<file path="config.mk">
export PLATFORM = sky130hd
export DESIGN_NAME = upgrade_sequencer
export DESIGN_NICKNAME = d
export VERILOG_FILES = /design/src/hw/upgrade_sequencer.v
export VERILOG_INCLUDE_DIRS = /design/src /design/src/hw
export SDC_FILE = /design/constraint.sdc
export NUM_CORES = 1
export LEC_CHECK = 0
export BUFFER_PORTS_ARGS = -buffer_cell sky130_fd_sc_hd__buf_2
export CAP_MARGIN = 20
export CORE_AREA = 10 10 182 184
export CTS_BUF_LIST = sky130_fd_sc_hd__clkbuf_2
export DETAILED_ROUTE_END_ITERATION = 12
export DIE_AREA = 0 0 192 194
export GPL_TIMING_DRIVEN = 0
export PLACE_DENSITY = 0.48
export SKIP_CTS_REPAIR_TIMING = 1
export SLEW_MARGIN = 5
export SYNTH_ARGS = -nofsm -noshare
export SYNTH_HDL_FRONTEND = slang
export SYNTH_SLANG_ARGS = --single-unit
</file>
<file path="constraint.sdc">
create_clock -name i_clock -period 3.7 [get_ports i_clock]
set_input_delay 0.37 -clock i_clock [delete_from_list [all_inputs] [get_ports i_clock]]
set_output_delay 0.37 -clock i_clock [all_outputs]
set_load 0.01 [all_outputs]
</file>
<file path="src/hw/upgrade_seq_defs.vh">
// Constants for the remote upgrade sequencer and watchdog
`ifndef UPGRADE_SEQ_DEFS_VH
`define UPGRADE_SEQ_DEFS_VH
`define CFG_WIDTH 21
`define STAT_WIDTH 5
`define SHIFT_WIDTH 26
`define CFG_APP_BIT 0
`define CFG_PAGE_LSB 1
`define CFG_PAGE_MSB 7
`define CFG_WDEN_BIT 8
`define CFG_WDVAL_LSB 9
`define CFG_WDVAL_MSB 20
`define CFG_RESET_VALUE 21'h000000
`define LOCAL_PAGE 7'h01
`define STAT_CRC_BIT 0
`define STAT_PIN_BIT 1
`define STAT_CORE_BIT 2
`define STAT_EXT_BIT 3
`define STAT_WD_BIT 4
`define WD_WIDTH 29
`define WD_ZERO_FILL 17
`define OSC_PERIOD_NS 100
`define CLK_PERIOD_NS 4
`define OSC_DIV ((`OSC_PERIOD_NS) / (`CLK_PERIOD_NS))
`define LOAD_CYCLES 8
`define ADDR_CONTROL 4'h0
`define ADDR_STATUS 4'h4
`define ADDR_UPDATE 4'h8
`define ADDR_MODE 4'hC
`endif

</file>
<file path="src/hw/upgrade_sequencer.v">
// Remote configuration-upgrade sequencer with user watchdog
`timescale 1ns/100ps
`include "upgrade_seq_defs.vh"
module upgrade_sequencer
#(
  parameter OSC_DIV = `OSC_DIV,
  parameter LOAD_CYCLES = `LOAD_CYCLES
)
(
  input wire i_clock,
  input wire i_rst_b,
  input wire i_upgrade_shift_clock,
  input wire i_shift_not_load_select,
  input wire i_capture_not_update_select,
  input wire i_shift_data,
  input wire i_logic_reconfig_request_line_n,
  input wire i_watchdog_restart_n,
  input wire i_status_error_pin_n,
  input wire i_crc_error,
  input wire i_ext_reconfig_n,
  input wire [3:0] i_avs_address,
  input wire i_avs_read,
  input wire i_avs_write,
  input wire [31:0] i_avs_writedata,
  output reg [31:0] o_avs_readdata,
  output reg o_avs_waitrequest,
  output reg o_shift_data,
  output reg o_user_mode,
  output reg o_app_image,
  output reg o_watchdog_timeout
);

////////////////////////////////////////////////////////////////////////////////
// Input synchronisers: three flops; selects and data use stage three alone, other lines count a change when stages two and three agree
reg [2:0] clk_sync_reg;
reg [2:0] shift_sel_sync_reg;
reg [2:0] capt_sel_sync_reg;
reg [2:0] sdata_sync_reg;
reg [2:0] req_sync_reg;
reg [2:0] rst_sync_reg;
reg [2:0] pin_sync_reg;
reg [2:0] crc_sync_reg;
reg [2:0] ext_sync_reg;
reg clk_lvl_reg;
reg req_lvl_reg;
reg rst_lvl_reg;
reg pin_lvl_reg;
reg crc_lvl_reg;
reg ext_lvl_reg;

function settled;
  input [2:0] s;
  input prev;
  begin
    settled = (s[1] == s[2]) ? s[2] : prev;
  end
endfunction

always @(posedge i_clock or negedge i_rst_b)
begin
  if (!i_rst_b)
  begin
    clk_sync_reg <= 3'h0;
    shift_sel_sync_reg <= 3'h0;
    capt_sel_sync_reg <= 3'h0;
    sdata_sync_reg <= 3'h0;
    req_sync_reg <= 3'h7;
    rst_sync_reg <= 3'h7;
    pin_sync_reg <= 3'h7;
    crc_sync_reg <= 3'h0;
    ext_sync_reg <= 3'h7;
    clk_lvl_reg <= 1'b0;
    req_lvl_reg <= 1'b1;
    rst_lvl_reg <= 1'b1;
    pin_lvl_reg <= 1'b1;
    crc_lvl_reg <= 1'b0;
    ext_lvl_reg <= 1'b1;
  end
  else
  begin
    clk_sync_reg <= {clk_sync_reg[1:0], i_upgrade_shift_clock};
    shift_sel_sync_reg <= {shift_sel_sync_reg[1:0], i_shift_not_load_select};
    capt_sel_sync_reg <= {capt_sel_sync_reg[1:0], i_capture_not_update_select};
    sdata_sync_reg <= {sdata_sync_reg[1:0], i_shift_data};
    req_sync_reg <= {req_sync_reg[1:0], i_logic_reconfig_request_line_n};
    rst_sync_reg <= {rst_sync_reg[1:0], i_watchdog_restart_n};
    pin_sync_reg <= {pin_sync_reg[1:0], i_status_error_pin_n};
    crc_sync_reg <= {crc_sync_reg[1:0], i_crc_error};
    ext_sync_reg <= {ext_sync_reg[1:0], i_ext_reconfig_n};
    clk_lvl_reg <= settled(clk_sync_reg, clk_lvl_reg);
    req_lvl_reg <= settled(req_sync_reg, req_lvl_reg);
    rst_lvl_reg <= settled(rst_sync_reg, rst_lvl_reg);
    pin_lvl_reg <= settled(pin_sync_reg, pin_lvl_reg);
    crc_lvl_reg <= settled(crc_sync_reg, crc_lvl_reg);
    ext_lvl_reg <= settled(ext_sync_reg, ext_lvl_reg);
  end
end

wire clk_next = settled(clk_sync_reg, clk_lvl_reg);
wire shift_edge = clk_next & ~clk_lvl_reg;
wire req_rise = settled(req_sync_reg, req_lvl_reg) & ~req_lvl_reg;
wire restart_fall = ~settled(rst_sync_reg, rst_lvl_reg) & rst_lvl_reg;
wire pin_fall = ~settled(pin_sync_reg, pin_lvl_reg) & pin_lvl_reg;
wire crc_rise = settled(crc_sync_reg, crc_lvl_reg) & ~crc_lvl_reg;
wire ext_fall = ~settled(ext_sync_reg, ext_lvl_reg) & ext_lvl_reg;

////////////////////////////////////////////////////////////////////////////////
// Oscillator tick divider: watchdog runs at the internal oscillator rate
reg [7:0] div_reg;
wire osc_tick = (div_reg == 8'h00);

always @(posedge i_clock or negedge i_rst_b)
begin
  if (!i_rst_b)
    div_reg <= 8'h00;
  else if (osc_tick)
    div_reg <= OSC_DIV[7:0] - 8'h01;
  else
    div_reg <= div_reg - 8'h01;
end

////////////////////////////////////////////////////////////////////////////////
// Sequencer
localparam ST_USER = 2'h0;
localparam ST_CONFIG = 2'h1;

reg [1:0] state_reg;
reg [15:0] load_cnt_reg;
reg [`CFG_WIDTH-1:0] control_reg;
reg [`CFG_WIDTH-1:0] update_reg;
reg [`STAT_WIDTH-1:0] status_reg;
reg [`SHIFT_WIDTH-1:0] shift_reg;
reg [`WD_WIDTH-1:0] wd_count_reg;
reg local_mode_reg;
reg wd_expire;

wire app_image = control_reg[`CFG_APP_BIT];
wire factory_remote = ~app_image & ~local_mode_reg;
wire wd_running = (state_reg == ST_USER) & app_image & ~local_mode_reg &
  control_reg[`CFG_WDEN_BIT];
wire [`WD_WIDTH-1:0] wd_reload =
  {control_reg[`CFG_WDVAL_MSB:`CFG_WDVAL_LSB], {`WD_ZERO_FILL{1'b0}}};

// Error events outrank a logic-array request when they coincide
wire err_event = pin_fall | crc_rise | wd_expire;
wire any_event = err_event | ext_fall | req_rise;

always @*
begin
  wd_expire = wd_running & osc_tick & (wd_count_reg == {`WD_WIDTH{1'b0}});
end

always @(posedge i_clock or negedge i_rst_b)
begin
  if (!i_rst_b)
  begin
    state_reg <= ST_CONFIG;
    load_cnt_reg <= 16'h0000;
    control_reg <= `CFG_RESET_VALUE;
    status_reg <= {`STAT_WIDTH{1'b0}};
    wd_count_reg <= {`WD_WIDTH{1'b0}};
  end
  else
  begin
    if (any_event)
    begin
      state_reg <= ST_CONFIG;
      load_cnt_reg <= LOAD_CYCLES[15:0];
      // Status captured before the next image starts loading
      status_reg <= {wd_expire, ext_fall, req_rise & ~err_event & ~ext_fall,
        pin_fall, crc_rise};
      if (err_event)
        control_reg <= {`CFG_WIDTH{1'b0}};
      else if (local_mode_reg)
        control_reg <= {{(`CFG_WIDTH-8){1'b0}}, `LOCAL_PAGE, 1'b1};
      else if (ext_fall)
        control_reg <= {`CFG_WIDTH{1'b0}};
      else if (app_image)
        control_reg <= {`CFG_WIDTH{1'b0}}; // Application request falls back
      else
        control_reg <= update_reg;
    end
    else
    begin
      case (state_reg)
        ST_CONFIG:
        begin
          if (load_cnt_reg == 16'h0000)
          begin
            state_reg <= ST_USER;
            wd_count_reg <= wd_reload;
          end
          else
            load_cnt_reg <= load_cnt_reg - 16'h0001;
        end
        ST_USER:
        begin
          if (!wd_running)
            wd_count_reg <= wd_reload;
          else if (restart_fall)
            wd_count_reg <= wd_reload;
          else if (osc_tick)
            wd_count_reg <= wd_count_reg - {{(`WD_WIDTH-1){1'b0}}, 1'b1};
        end
        default:
          state_reg <= ST_CONFIG;
      endcase
    end
  end
end

////////////////////////////////////////////////////////////////////////////////
// Shift and update path, stepped on synchronised shift-clock rising edges
always @(posedge i_clock or negedge i_rst_b)
begin
  if (!i_rst_b)
  begin
    shift_reg <= {`SHIFT_WIDTH{1'b0}};
    update_reg <= {`CFG_WIDTH{1'b0}};
  end
  else if (shift_edge)
  begin
    if (shift_sel_sync_reg[2])
      shift_reg <= {shift_reg[`SHIFT_WIDTH-2:0], sdata_sync_reg[2]};
    else if (capt_sel_sync_reg[2])
      shift_reg <= {status_reg, app_image ? control_reg : update_reg};
    else if (factory_remote)
      update_reg <= shift_reg[`CFG_WIDTH-1:0];
  end
end

////////////////////////////////////////////////////////////////////////////////
// Avalon-MM slave: one wait cycle, answer on the second edge
reg avs_busy_reg;
function [31:0] reg_read;
  input [3:0] a;
  begin
    case (a)
      `ADDR_CONTROL: reg_read = {11'h000, control_reg};
      `ADDR_STATUS: reg_read = {27'h0000000, status_reg};
      `ADDR_UPDATE: reg_read = {11'h000, app_image ? control_reg : update_reg};
      `ADDR_MODE: reg_read = {31'h00000000, local_mode_reg};
      default: reg_read = 32'h00000000;
    endcase
  end
endfunction

always @(posedge i_clock or negedge i_rst_b)
begin
  if (!i_rst_b)
  begin
    avs_busy_reg <= 1'b0;
    o_avs_waitrequest <= 1'b1;
    o_avs_readdata <= 32'h00000000;
    local_mode_reg <= 1'b0;
    o_shift_data <= 1'b0;
    o_user_mode <= 1'b0;
    o_app_image <= 1'b0;
    o_watchdog_timeout <= 1'b0;
  end
  else
  begin
    o_shift_data <= shift_reg[`SHIFT_WIDTH-1];
    o_user_mode <= (state_reg == ST_USER);
    o_app_image <= app_image;
    o_watchdog_timeout <= wd_expire;
    if ((i_avs_read || i_avs_write) && !avs_busy_reg)
    begin
      avs_busy_reg <= 1'b1;
      o_avs_waitrequest <= 1'b0;
      if (i_avs_read)
        o_avs_readdata <= reg_read(i_avs_address);
      // Mode is a boot strap; only the factory image may change it
      if (i_avs_write && i_avs_address == `ADDR_MODE && !app_image)
        local_mode_reg <= i_avs_writedata[0];
    end
    else
    begin
      avs_busy_reg <= 1'b0;
      o_avs_waitrequest <= 1'b1;
    end
  end
end

endmodule

</file>
==> results of run 1 <==
[metrics by stage]
step,util,setup TNS (ns)
3_3_place_gp,0.323,-196.97
5_1_grt,0.342,0
3_5_place_dp,0.326,0
4_1_cts,0.336,0
6_report,0.342,0
2_1_floorplan,-,0
[Yosys cell counts, types with 6 or more instances]
library cell	number
o21ai_0	49
o31ai_1	24
or3_1	9
o21bai_1	15
buf_4	16
nand2_1	64
mux2_2	40
a41oi_1	6
nor2b_1	17
nor3b_1	6
nand4_1	15
dfrtp_1	170
dfstp_2	18
mux2i_1	26
maj3_1	6
nor4_1	17
nor3_1	22
xor2_1	8
inv_1	14
or4_1	11
ha_1	6
a21oi_1	18
a22oi_1	18
o22ai_1	9
a22o_1	23
nor2_1	59
clkbuf_1	37
[worst register-to-register path, delay by kind of cell (launching register included)]
kind / cells / cell delay (ns)
and+or+nand+nor: 2 / 1.51
AOI/OAI and AO/OA: 3 / 0.81
DFF: 1 / 0.57
buffers and inverters: 1 / 0.36
[cell type report]
type | instances | area (sq um) | share of cell area
Inverter | 14 | 52.6 | 0.00523
Clock buffer | 18 | 90.1 | 0.00896
Antenna cell | 1 | 2.50 | 0.000249
Buffer | 61 | 322 | 0.0320
Clock inverter | 14 | 176 | 0.0175
Multi-Input combinational cell | 558 | 3720 | 0.370
Tap cell | 390 | 488 | 0.0485
Timing Repair Buffer | 64 | 480 | 0.0478
Sequential cell | 188 | 4730 | 0.470
[worst max path at each step]
stage                     depth (start not counted)                          from                         endpoint  slack, ns
final                                             6    local_mode_reg$_DFFE_PN0P_     wd_count_reg[23]$_DFFE_PN0P_       0.38
after floorplan                                   8  wd_count_reg[13]$_DFFE_PN0P_      control_reg[10]$_DFFE_PN0N_       1.10
after global routing                              6    local_mode_reg$_DFFE_PN0P_     wd_count_reg[19]$_DFFE_PN0P_       0.14
after global placement                            1                       i_rst_b  shift_sel_sync_reg[0]$_DFF_PN0_      -1.18
after CTS                                         6    local_mode_reg$_DFFE_PN0P_     wd_count_reg[23]$_DFFE_PN0P_       0.44
after detailed placement                          6    local_mode_reg$_DFFE_PN0P_     wd_count_reg[25]$_DFFE_PN0P_       0.49
[layer usage]
layer,wire [um],share of wire,track usage
met1,11600,0.50,0.178
met2,10500,0.46,0.187
met3,663,0.029,0.0241
met5,0,0,0
met4,202,0.0088,0.0280
[kinds of logic (layout without fill, tap and decap cells)]
kind of cell,count (synthesis),in the layout,synth area share
adders and majority gates,12,12,0.0154
buffers and inverters,75,171,0.0427
AOI/OAI and AO/OA,197,197,0.154
other,1,12,0.000428
DFF,188,188,0.539
and+or+nand+nor,260,260,0.156
xor gates and xnor gates,12,12,0.0120
muxes,66,66,0.0810
[where the power goes]
group	total [W]	leakage (nW)	switching [W]	internal [W]
clock	0.00114	0.154	0.000840	0.000298
sequential	0.00284	2.43	0.000371	0.00247
combinational	0.00174	1.81	0.000998	0.000744
total	0.00572	4.39	0.00221	0.00351
==> run metrics, run 1 <==
share of layout cells above drive strength 1=0.188; cell depth of the worst hold path=5; Initial Utilization=0.298; vias in the first global route=6,651; most common cell after layout, fill and taps aside=dfrtp_1; pre-CTS WS=0.487 ns; via count=6,508; DP HPWL=15,700 um; fmax=301 MHz; Slew Limit Fails=0; EDFF count, synth=0; delay-heaviest family, CP=simple AND/OR/NAND/NOR gates; PwrDens=568 nW/um^2; TritonCTS clock tree=yes; FF-to-FF path depth=6; Max Root-Sink Buffers=2; Placed Instances=1,257; crit-path max FO=10; drt first pass iters=5; sequential element share of the synthesized area=0.539; hold_sp=i_avs_address[2]; hold endpoint=o_avs_readdata[5]$_DFFE_PN0P_; Synth Warn #=0; Reg-to-Reg Start=local_mode_reg$_DFFE_PN0P_; Sink Count=188; Synth Register Bits=188; Row Count=63; # setup viols final=0; Leak=4.39 nW; clock root cell=clkbuf_2; minimum clock period=3.32 ns; gpl congestion=0.783; synthesis-to-layout area growth=14.7%; H-tree depth=4; Synth Cell Area=8770 sq um; setup slack after layout=0.377 ns; DRC=0; Unique masters post-synth=64; Die Span X=192 um; WL final=23,000 um; die height=194 um; Min Hold Slack=0.106 ns; most frequent cells in the layout=dfrtp_1 (170), nand2_1 (64), nor2_1 (59), o21ai_0 (49), buf_2 (43); Crit. End Element=flip-flop; num ports=86; FF-to-FF End=wd_count_reg[23]$_DFFE_PN0P_; RSZ-0062 raised after global routing=no; share of the synthesized area in the top cell type=0.485; Syn Area/Cell=10.8 sq um; top cells by area, synth=dfrtp_1 (49%), dfstp_2 (5.4%), mux2_2 (5.1%), mux2i_1 (3.0%), o21ai_0 (2.8%); WL/cell=17.6 um; FF-to-FF setup slack=0.38 ns; final hold violations=0; Routed Antenna Nets=0; Primary FF master, synth=dfrtp_1; DRT iter0 DRCs=521; max reg flops=29; Slew @ Worst Pin=0.986 ns; critical path cell sequence=nor4bb_1 > o21ai_0 > clkbuf_1 > nor4_1 > a31oi_1 > o22a_1; CP max-delay cell=nor4bb_1; Hold WC Path Type=input pin to flip-flop; IO buf count=42; fin area=10,100 sq um; worst path arrival time=4.00 ns; DP Area=9600 sq um; Syn Inst Count=811; Setup crit start kind=flip-flop; global route overflow=0; max-cap viol count=0; Crit path buffers/inverters=1; Setup CP Type=flip-flop to flip-flop; Vias/cell=4.98; Worst Skew=0.0639 ns; Worst slew margin=0.336; total track usage=0.124; largest area contributor in the netlist=dfrtp_1; max incr delay on CP=0.83 ns; status=finished clean; Core Region=29,400 sq um; pin count of the biggest net entering global routing=73; TritonCTS Buffers=17; critical path data required time=4.38 ns; first-pass GRT wire length=37,400 um; fin nets=959; initial antenna violation count=1; Finished Layout Cells=1,308; final worst-path cycle share=0.898; # fillers=2,989; maximum VDD drop=0.209 mV; asr flop ratio synth=1.00; Clock Latency Late Sink=0.79 ns; full die area=37,200 sq um; Worst-path clk slew=0.35 ns; total power=0.00572 W
No activity file was read; power rests on OpenSTA's default activity.
==> run 2, diff against run 1 <==
--- a/config.mk
+++ b/config.mk
@@ -13,7 +13,7 @@
 export DETAILED_ROUTE_END_ITERATION = 12
 export DIE_AREA = 0 0 192 194
 export GPL_TIMING_DRIVEN = 0
-export PLACE_DENSITY = 0.48
+export PLACE_DENSITY = 0.58
 export SKIP_CTS_REPAIR_TIMING = 1
 export SLEW_MARGIN = 5
 export SYNTH_ARGS = -nofsm -noshare
==> constraint.sdc (replaced) <==
create_clock -name i_clock -period 4.1 [get_ports i_clock]
set_input_delay 0.41 -clock i_clock [delete_from_list [all_inputs] [get_ports i_clock]]
set_output_delay 0.41 -clock i_clock [all_outputs]
set_load 0.01 [all_outputs]
==> run metrics, run 2 (synthesis gave the netlist of run 1 again) <==
Core Region=29,400 sq um; Slew @ Worst Pin=1.08 ns; Max Root-Sink Buffers=2; final hold violations=0; num ports=86; Worst path depth=6; crit-path max FO=10; Clock Latency Late Sink=0.77 ns; drt first pass iters=5; most common cell after layout, fill and taps aside=dfrtp_1; DRT iter0 DRCs=544; Initial Utilization=0.298; RSZ-0062 raised after global routing=no; max-cap viol count=0; pre-CTS WS=1.05 ns; Sink Count=188; synthesis-to-layout area growth=13.9%; PwrDens=519 nW/um^2; most frequent cells in the layout=dfrtp_1 (170), nand2_1 (64), nor2_1 (59), o21ai_0 (49), buf_2 (43); Crit path buffers/inverters=1; CP endpoint=wd_count_reg[17]$_DFFE_PN0P_; max reg flops=29; WL/cell=16.5 um; total track usage=0.116; final worst-path cycle share=0.775; share of layout cells above drive strength 1=0.185; # setup viols final=0; H-tree depth=4; IO buf count=42; full die area=37,200 sq um; critical path cell sequence=nor4bb_1 > o21ai_0 > o221ai_1 > clkbuf_1 > nor2_1 > a2bb2oi_1; setup TNS=0 ns; global route overflow=0; Worst slew margin=0.271; minimum clock period=3.18 ns; pin count of the biggest net entering global routing=106; FF-to-FF setup slack=0.92 ns; Setup crit start kind=flip-flop; Hold WC Path Type=input pin to flip-flop; setup slack after layout=0.922 ns; vias in the first global route=6,367; Die Span X=192 um; fin area=9990 sq um; Slew Limit Fails=0; Setup crit start=local_mode_reg$_DFFE_PN0P_; WL final=21,500 um; Routed Antenna Nets=0; fin nets=952; critical path data required time=4.79 ns; maximum VDD drop=0.212 mV; initial antenna violation count=1; fmax=315 MHz; first-pass GRT wire length=35,200 um; Vias/cell=5.04; die height=194 um; Worst-path clk slew=0.29 ns; worst path arrival time=3.86 ns; FF-to-FF End=wd_count_reg[17]$_DFFE_PN0P_; FF-to-FF path depth=6; Row Count=63; Worst Skew=0.0332 ns; DP Area=9560 sq um; Setup CP Type=flip-flop to flip-flop; TritonCTS clock tree=yes; Leak=4.35 nW; Min Hold Slack=0.0835 ns; CP max-delay cell=nor4bb_1; DRC=0; max incr delay on CP=0.86 ns; delay-heaviest family, CP=simple AND/OR/NAND/NOR gates; Reg-to-Reg Start=local_mode_reg$_DFFE_PN0P_; DP HPWL=14,900 um; clock root cell=clkbuf_2; TritonCTS Buffers=17; gpl congestion=0.787; via count=6,563; Finished Layout Cells=1,301; Crit. End Element=flip-flop; Placed Instances=1,254; status=finished clean; # fillers=3,020
[run 2: changes by cell type in the layout (fill, tap and decap cells not counted), sizes merged]
cell,delta
inv,-3
dlygate4sd3,-3
buf,-4
clkinv,+2
clkbuf,-1
bufinv,+2
[run 2: final cells by class]
type	count	area (sq um)	area share
diodes	1	2.50	0.000251
plain buffers	61	322	0.0322
clock buffers	17	85.1	0.00852
clock inverters	15	205	0.0205
inverters	14	52.6	0.00526
multi-input cells	558	3720	0.372
flip-flops and latches	188	4730	0.473
well taps	390	488	0.0489
repair buffers	57	388	0.0388
[run 2: how the worst min path moves through the flow]
stage	depth (start not counted)	startpoint	end
after detailed placement	0	shift_sel_sync_reg[0]$_DFF_PN0_	shift_sel_sync_reg[1]$_DFF_PN0_
after CTS	1	i_rst_b	shift_sel_sync_reg[0]$_DFF_PN0_
after global routing	3	i_avs_address[0]	o_avs_readdata[1]$_DFFE_PN0P_
after global placement	0	sdata_sync_reg[0]$_DFF_PN0_	sdata_sync_reg[1]$_DFF_PN0_
final	4	i_avs_address[2]	o_avs_readdata[5]$_DFFE_PN0P_
after floorplan	0	i_rst_b	avs_busy_reg$_DFF_PN0_
[run 2: report_power, final]
part | leakage [nW] | internal [W] | switching [W] | total [W]
Clock | 0.162 | 0.000365 | 0.000706 | 0.00107
Combinational | 1.76 | 0.000665 | 0.000889 | 0.00155
Sequential | 2.43 | 0.00222 | 0.000338 | 0.00256
[run 2: worst min-delay path: stages]
cell	delay, ns
buf_2	0.10
nor4_2	0.11
a22oi_1	0.15
o21ai_0	0.09
[run 2: per-layer routing]
layer | vias to the layer above | GRT usage | wire length (um) | part of all wire
li1 | 3117 | - | - | -
met1 | 3308 | 0.166 | 10600 | 0.49
met2 | 120 | 0.173 | 9880 | 0.46
met3 | 18 | 0.0221 | 821 | 0.038
met4 | 0 | 0.0312 | 261 | 0.012
met5 | - | 0 | 0 | 0
[run 2: per-stage QoR]
| stage | total power [W] | utilization |
|---|---|---|
| 3_3_place_gp | 0.00409 | 0.323 |
| 6_report | 0.00519 | 0.340 |
| 5_1_grt | 0.00556 | 0.340 |
| 3_5_place_dp | 0.00413 | 0.325 |
| 4_1_cts | 0.00522 | 0.335 |
| 2_1_floorplan | 0.00367 | - |
==> run 3, diff against run 2 <==
--- a/config.mk
+++ b/config.mk
@@ -13,7 +13,7 @@
 export DETAILED_ROUTE_END_ITERATION = 12
 export DIE_AREA = 0 0 192 194
 export GPL_TIMING_DRIVEN = 0
-export PLACE_DENSITY = 0.58
+export PLACE_DENSITY = 0.6
 export SKIP_CTS_REPAIR_TIMING = 1
 export SLEW_MARGIN = 5
 export SYNTH_ARGS = -nofsm -noshare
==> constraint.sdc (replaced) <==
create_clock -name i_clock -period 2.75 [get_ports i_clock]
set_input_delay 0.275 -clock i_clock [delete_from_list [all_inputs] [get_ports i_clock]]
set_output_delay 0.275 -clock i_clock [all_outputs]
set_load 0.01 [all_outputs]
==> run metrics, run 3 (synthesis gave the netlist of run 1 again) <==
drt first pass iters=7; critical path cell sequence=or4_4 > or4_4 > nor4_4 > buf_6 > nor3_2 > buf_6 > a22o_1; Crit. End Element=flip-flop; pin count of the biggest net entering global routing=102; Worst slew margin=0.316; WL/cell=16.3 um; gpl congestion=0.809; vias in the first global route=6,435; global route overflow=0; Initial Utilization=0.298; Min Hold Slack=0.0733 ns; critical path data required time=3.42 ns; most common cell after layout, fill and taps aside=dfrtp_1; # fillers=2,996; delay-heaviest family, CP=simple AND/OR/NAND/NOR gates; final hold violations=0; Worst-path clk slew=0.26 ns; Row Count=63; Setup CP Type=flip-flop to flip-flop; Worst Skew=0.0330 ns; status=finished clean; Finished Layout Cells=1,308; initial antenna violation count=1; Reg-to-Reg Start=wd_count_reg[14]$_DFFE_PN0P_; Clock Latency Late Sink=0.75 ns; Slew Limit Fails=0; die height=194 um; pre-CTS WS=-0.370 ns; num ports=86; full die area=37,200 sq um; Routed Antenna Nets=0; H-tree depth=4; synthesis-to-layout area growth=15.1%; # setup viols final=0; DRT iter0 DRCs=548; FF-to-FF path depth=7; TritonCTS Buffers=17; share of layout cells above drive strength 1=0.204; Core Region=29,400 sq um; FF-to-FF setup slack=0.07 ns; setup slack after layout=0.0747 ns; FF-to-FF End=control_reg[8]$_DFFE_PN0N_; Die Span X=192 um; Hold WC Path Type=input pin to async pin; area of the multi-input gates=3790 sq um; via count=6,597; WL final=21,400 um; first-pass GRT wire length=34,900 um; max incr delay on CP=0.59 ns; Placed Instances=1,254; PwrDens=757 nW/um^2; most frequent cells in the layout=dfrtp_1 (170), nand2_1 (64), nor2_1 (58), o21ai_0 (49), buf_2 (43); Vias/cell=5.04; minimum clock period=2.68 ns; final worst-path cycle share=0.973; max reg flops=29; fin nets=959; DP HPWL=14,700 um; Leak=4.40 nW; Crit path buffers/inverters=2; fmax=374 MHz; crit-path max FO=10; IO buf count=42; RSZ-0062 raised after global routing=yes; max-cap viol count=0; Sink Count=188; register area=4730 sq um; maximum VDD drop=0.394 mV; CP max-delay cell=or4_4; Setup crit start kind=flip-flop; Max Root-Sink Buffers=2; DRC=0; clock root cell=clkbuf_2; Slew @ Worst Pin=1.02 ns; total track usage=0.114; TritonCTS clock tree=yes; worst path arrival time=3.34 ns
-- run 3: worst max path at each step --
stage                                       from                           end  slack, ns  cells after the start
floorplan           wd_count_reg[13]$_DFFE_PN0P_   control_reg[10]$_DFFE_PN0N_       0.15                      8
global placement                         i_rst_b          div_reg[2]$_DFF_PN0_      -1.76                      1
global route        wd_count_reg[14]$_DFFE_PN0P_   control_reg[19]$_DFFE_PN0N_      -0.02                      7
detailed placement    local_mode_reg$_DFFE_PN0P_  wd_count_reg[23]$_DFFE_PN0P_      -0.37                      6
finish              wd_count_reg[14]$_DFFE_PN0P_    control_reg[8]$_DFFE_PN0N_       0.07                      7
CTS                   local_mode_reg$_DFFE_PN0P_  wd_count_reg[19]$_DFFE_PN0P_      -0.43                      6
-- run 3: stage by stage --
step / TNS (ns) / cell area, sq um / util / total power (W)
4_1_cts: -13.97 / 9790 / 0.333 / 0.00758
2_1_floorplan: 0 / 8810 / - / 0.00547
5_1_grt: -0.0265 / 10100 / 0.343 / 0.00818
6_report: 0 / 10100 / 0.343 / 0.00764
3_3_place_gp: -319.80 / 9510 / 0.323 / 0.00609
3_5_place_dp: -12.29 / 9560 / 0.325 / 0.00615
-- run 3: power by group --
group	total, W	switching [W]	internal [W]	leakage, nW
clock network	0.00141	0.000974	0.000434	0.148
registers	0.00383	0.000515	0.00332	2.43
logic	0.00240	0.00134	0.00105	1.83
total	0.00764	0.00283	0.00480	4.40
-- run 3: final cells by class --
class                           instances  area share
Tap cell                              390      0.0484
Clock inverter                         13      0.0140
Timing Repair Buffer                   66      0.0464
Clock buffer                           19     0.00942
Inverter                               14     0.00521
Buffer                                 59      0.0320
Sequential cell                       188       0.468
Multi-Input combinational cell        558       0.376
Antenna cell                            1    0.000248
-- run 3: metal layers --
| layer | wire length (um) | up-vias | global-route usage | share of wire |
|---|---|---|---|---|
| met1 | 10500 | 3302 | 0.162 | 0.49 |
| li1 | - | 3140 | - | - |
| met5 | 0 | - | 0 | 0 |
| met2 | 9840 | 136 | 0.173 | 0.46 |
| met3 | 743 | 19 | 0.0216 | 0.035 |
| met4 | 272 | 0 | 0.0300 | 0.013 |
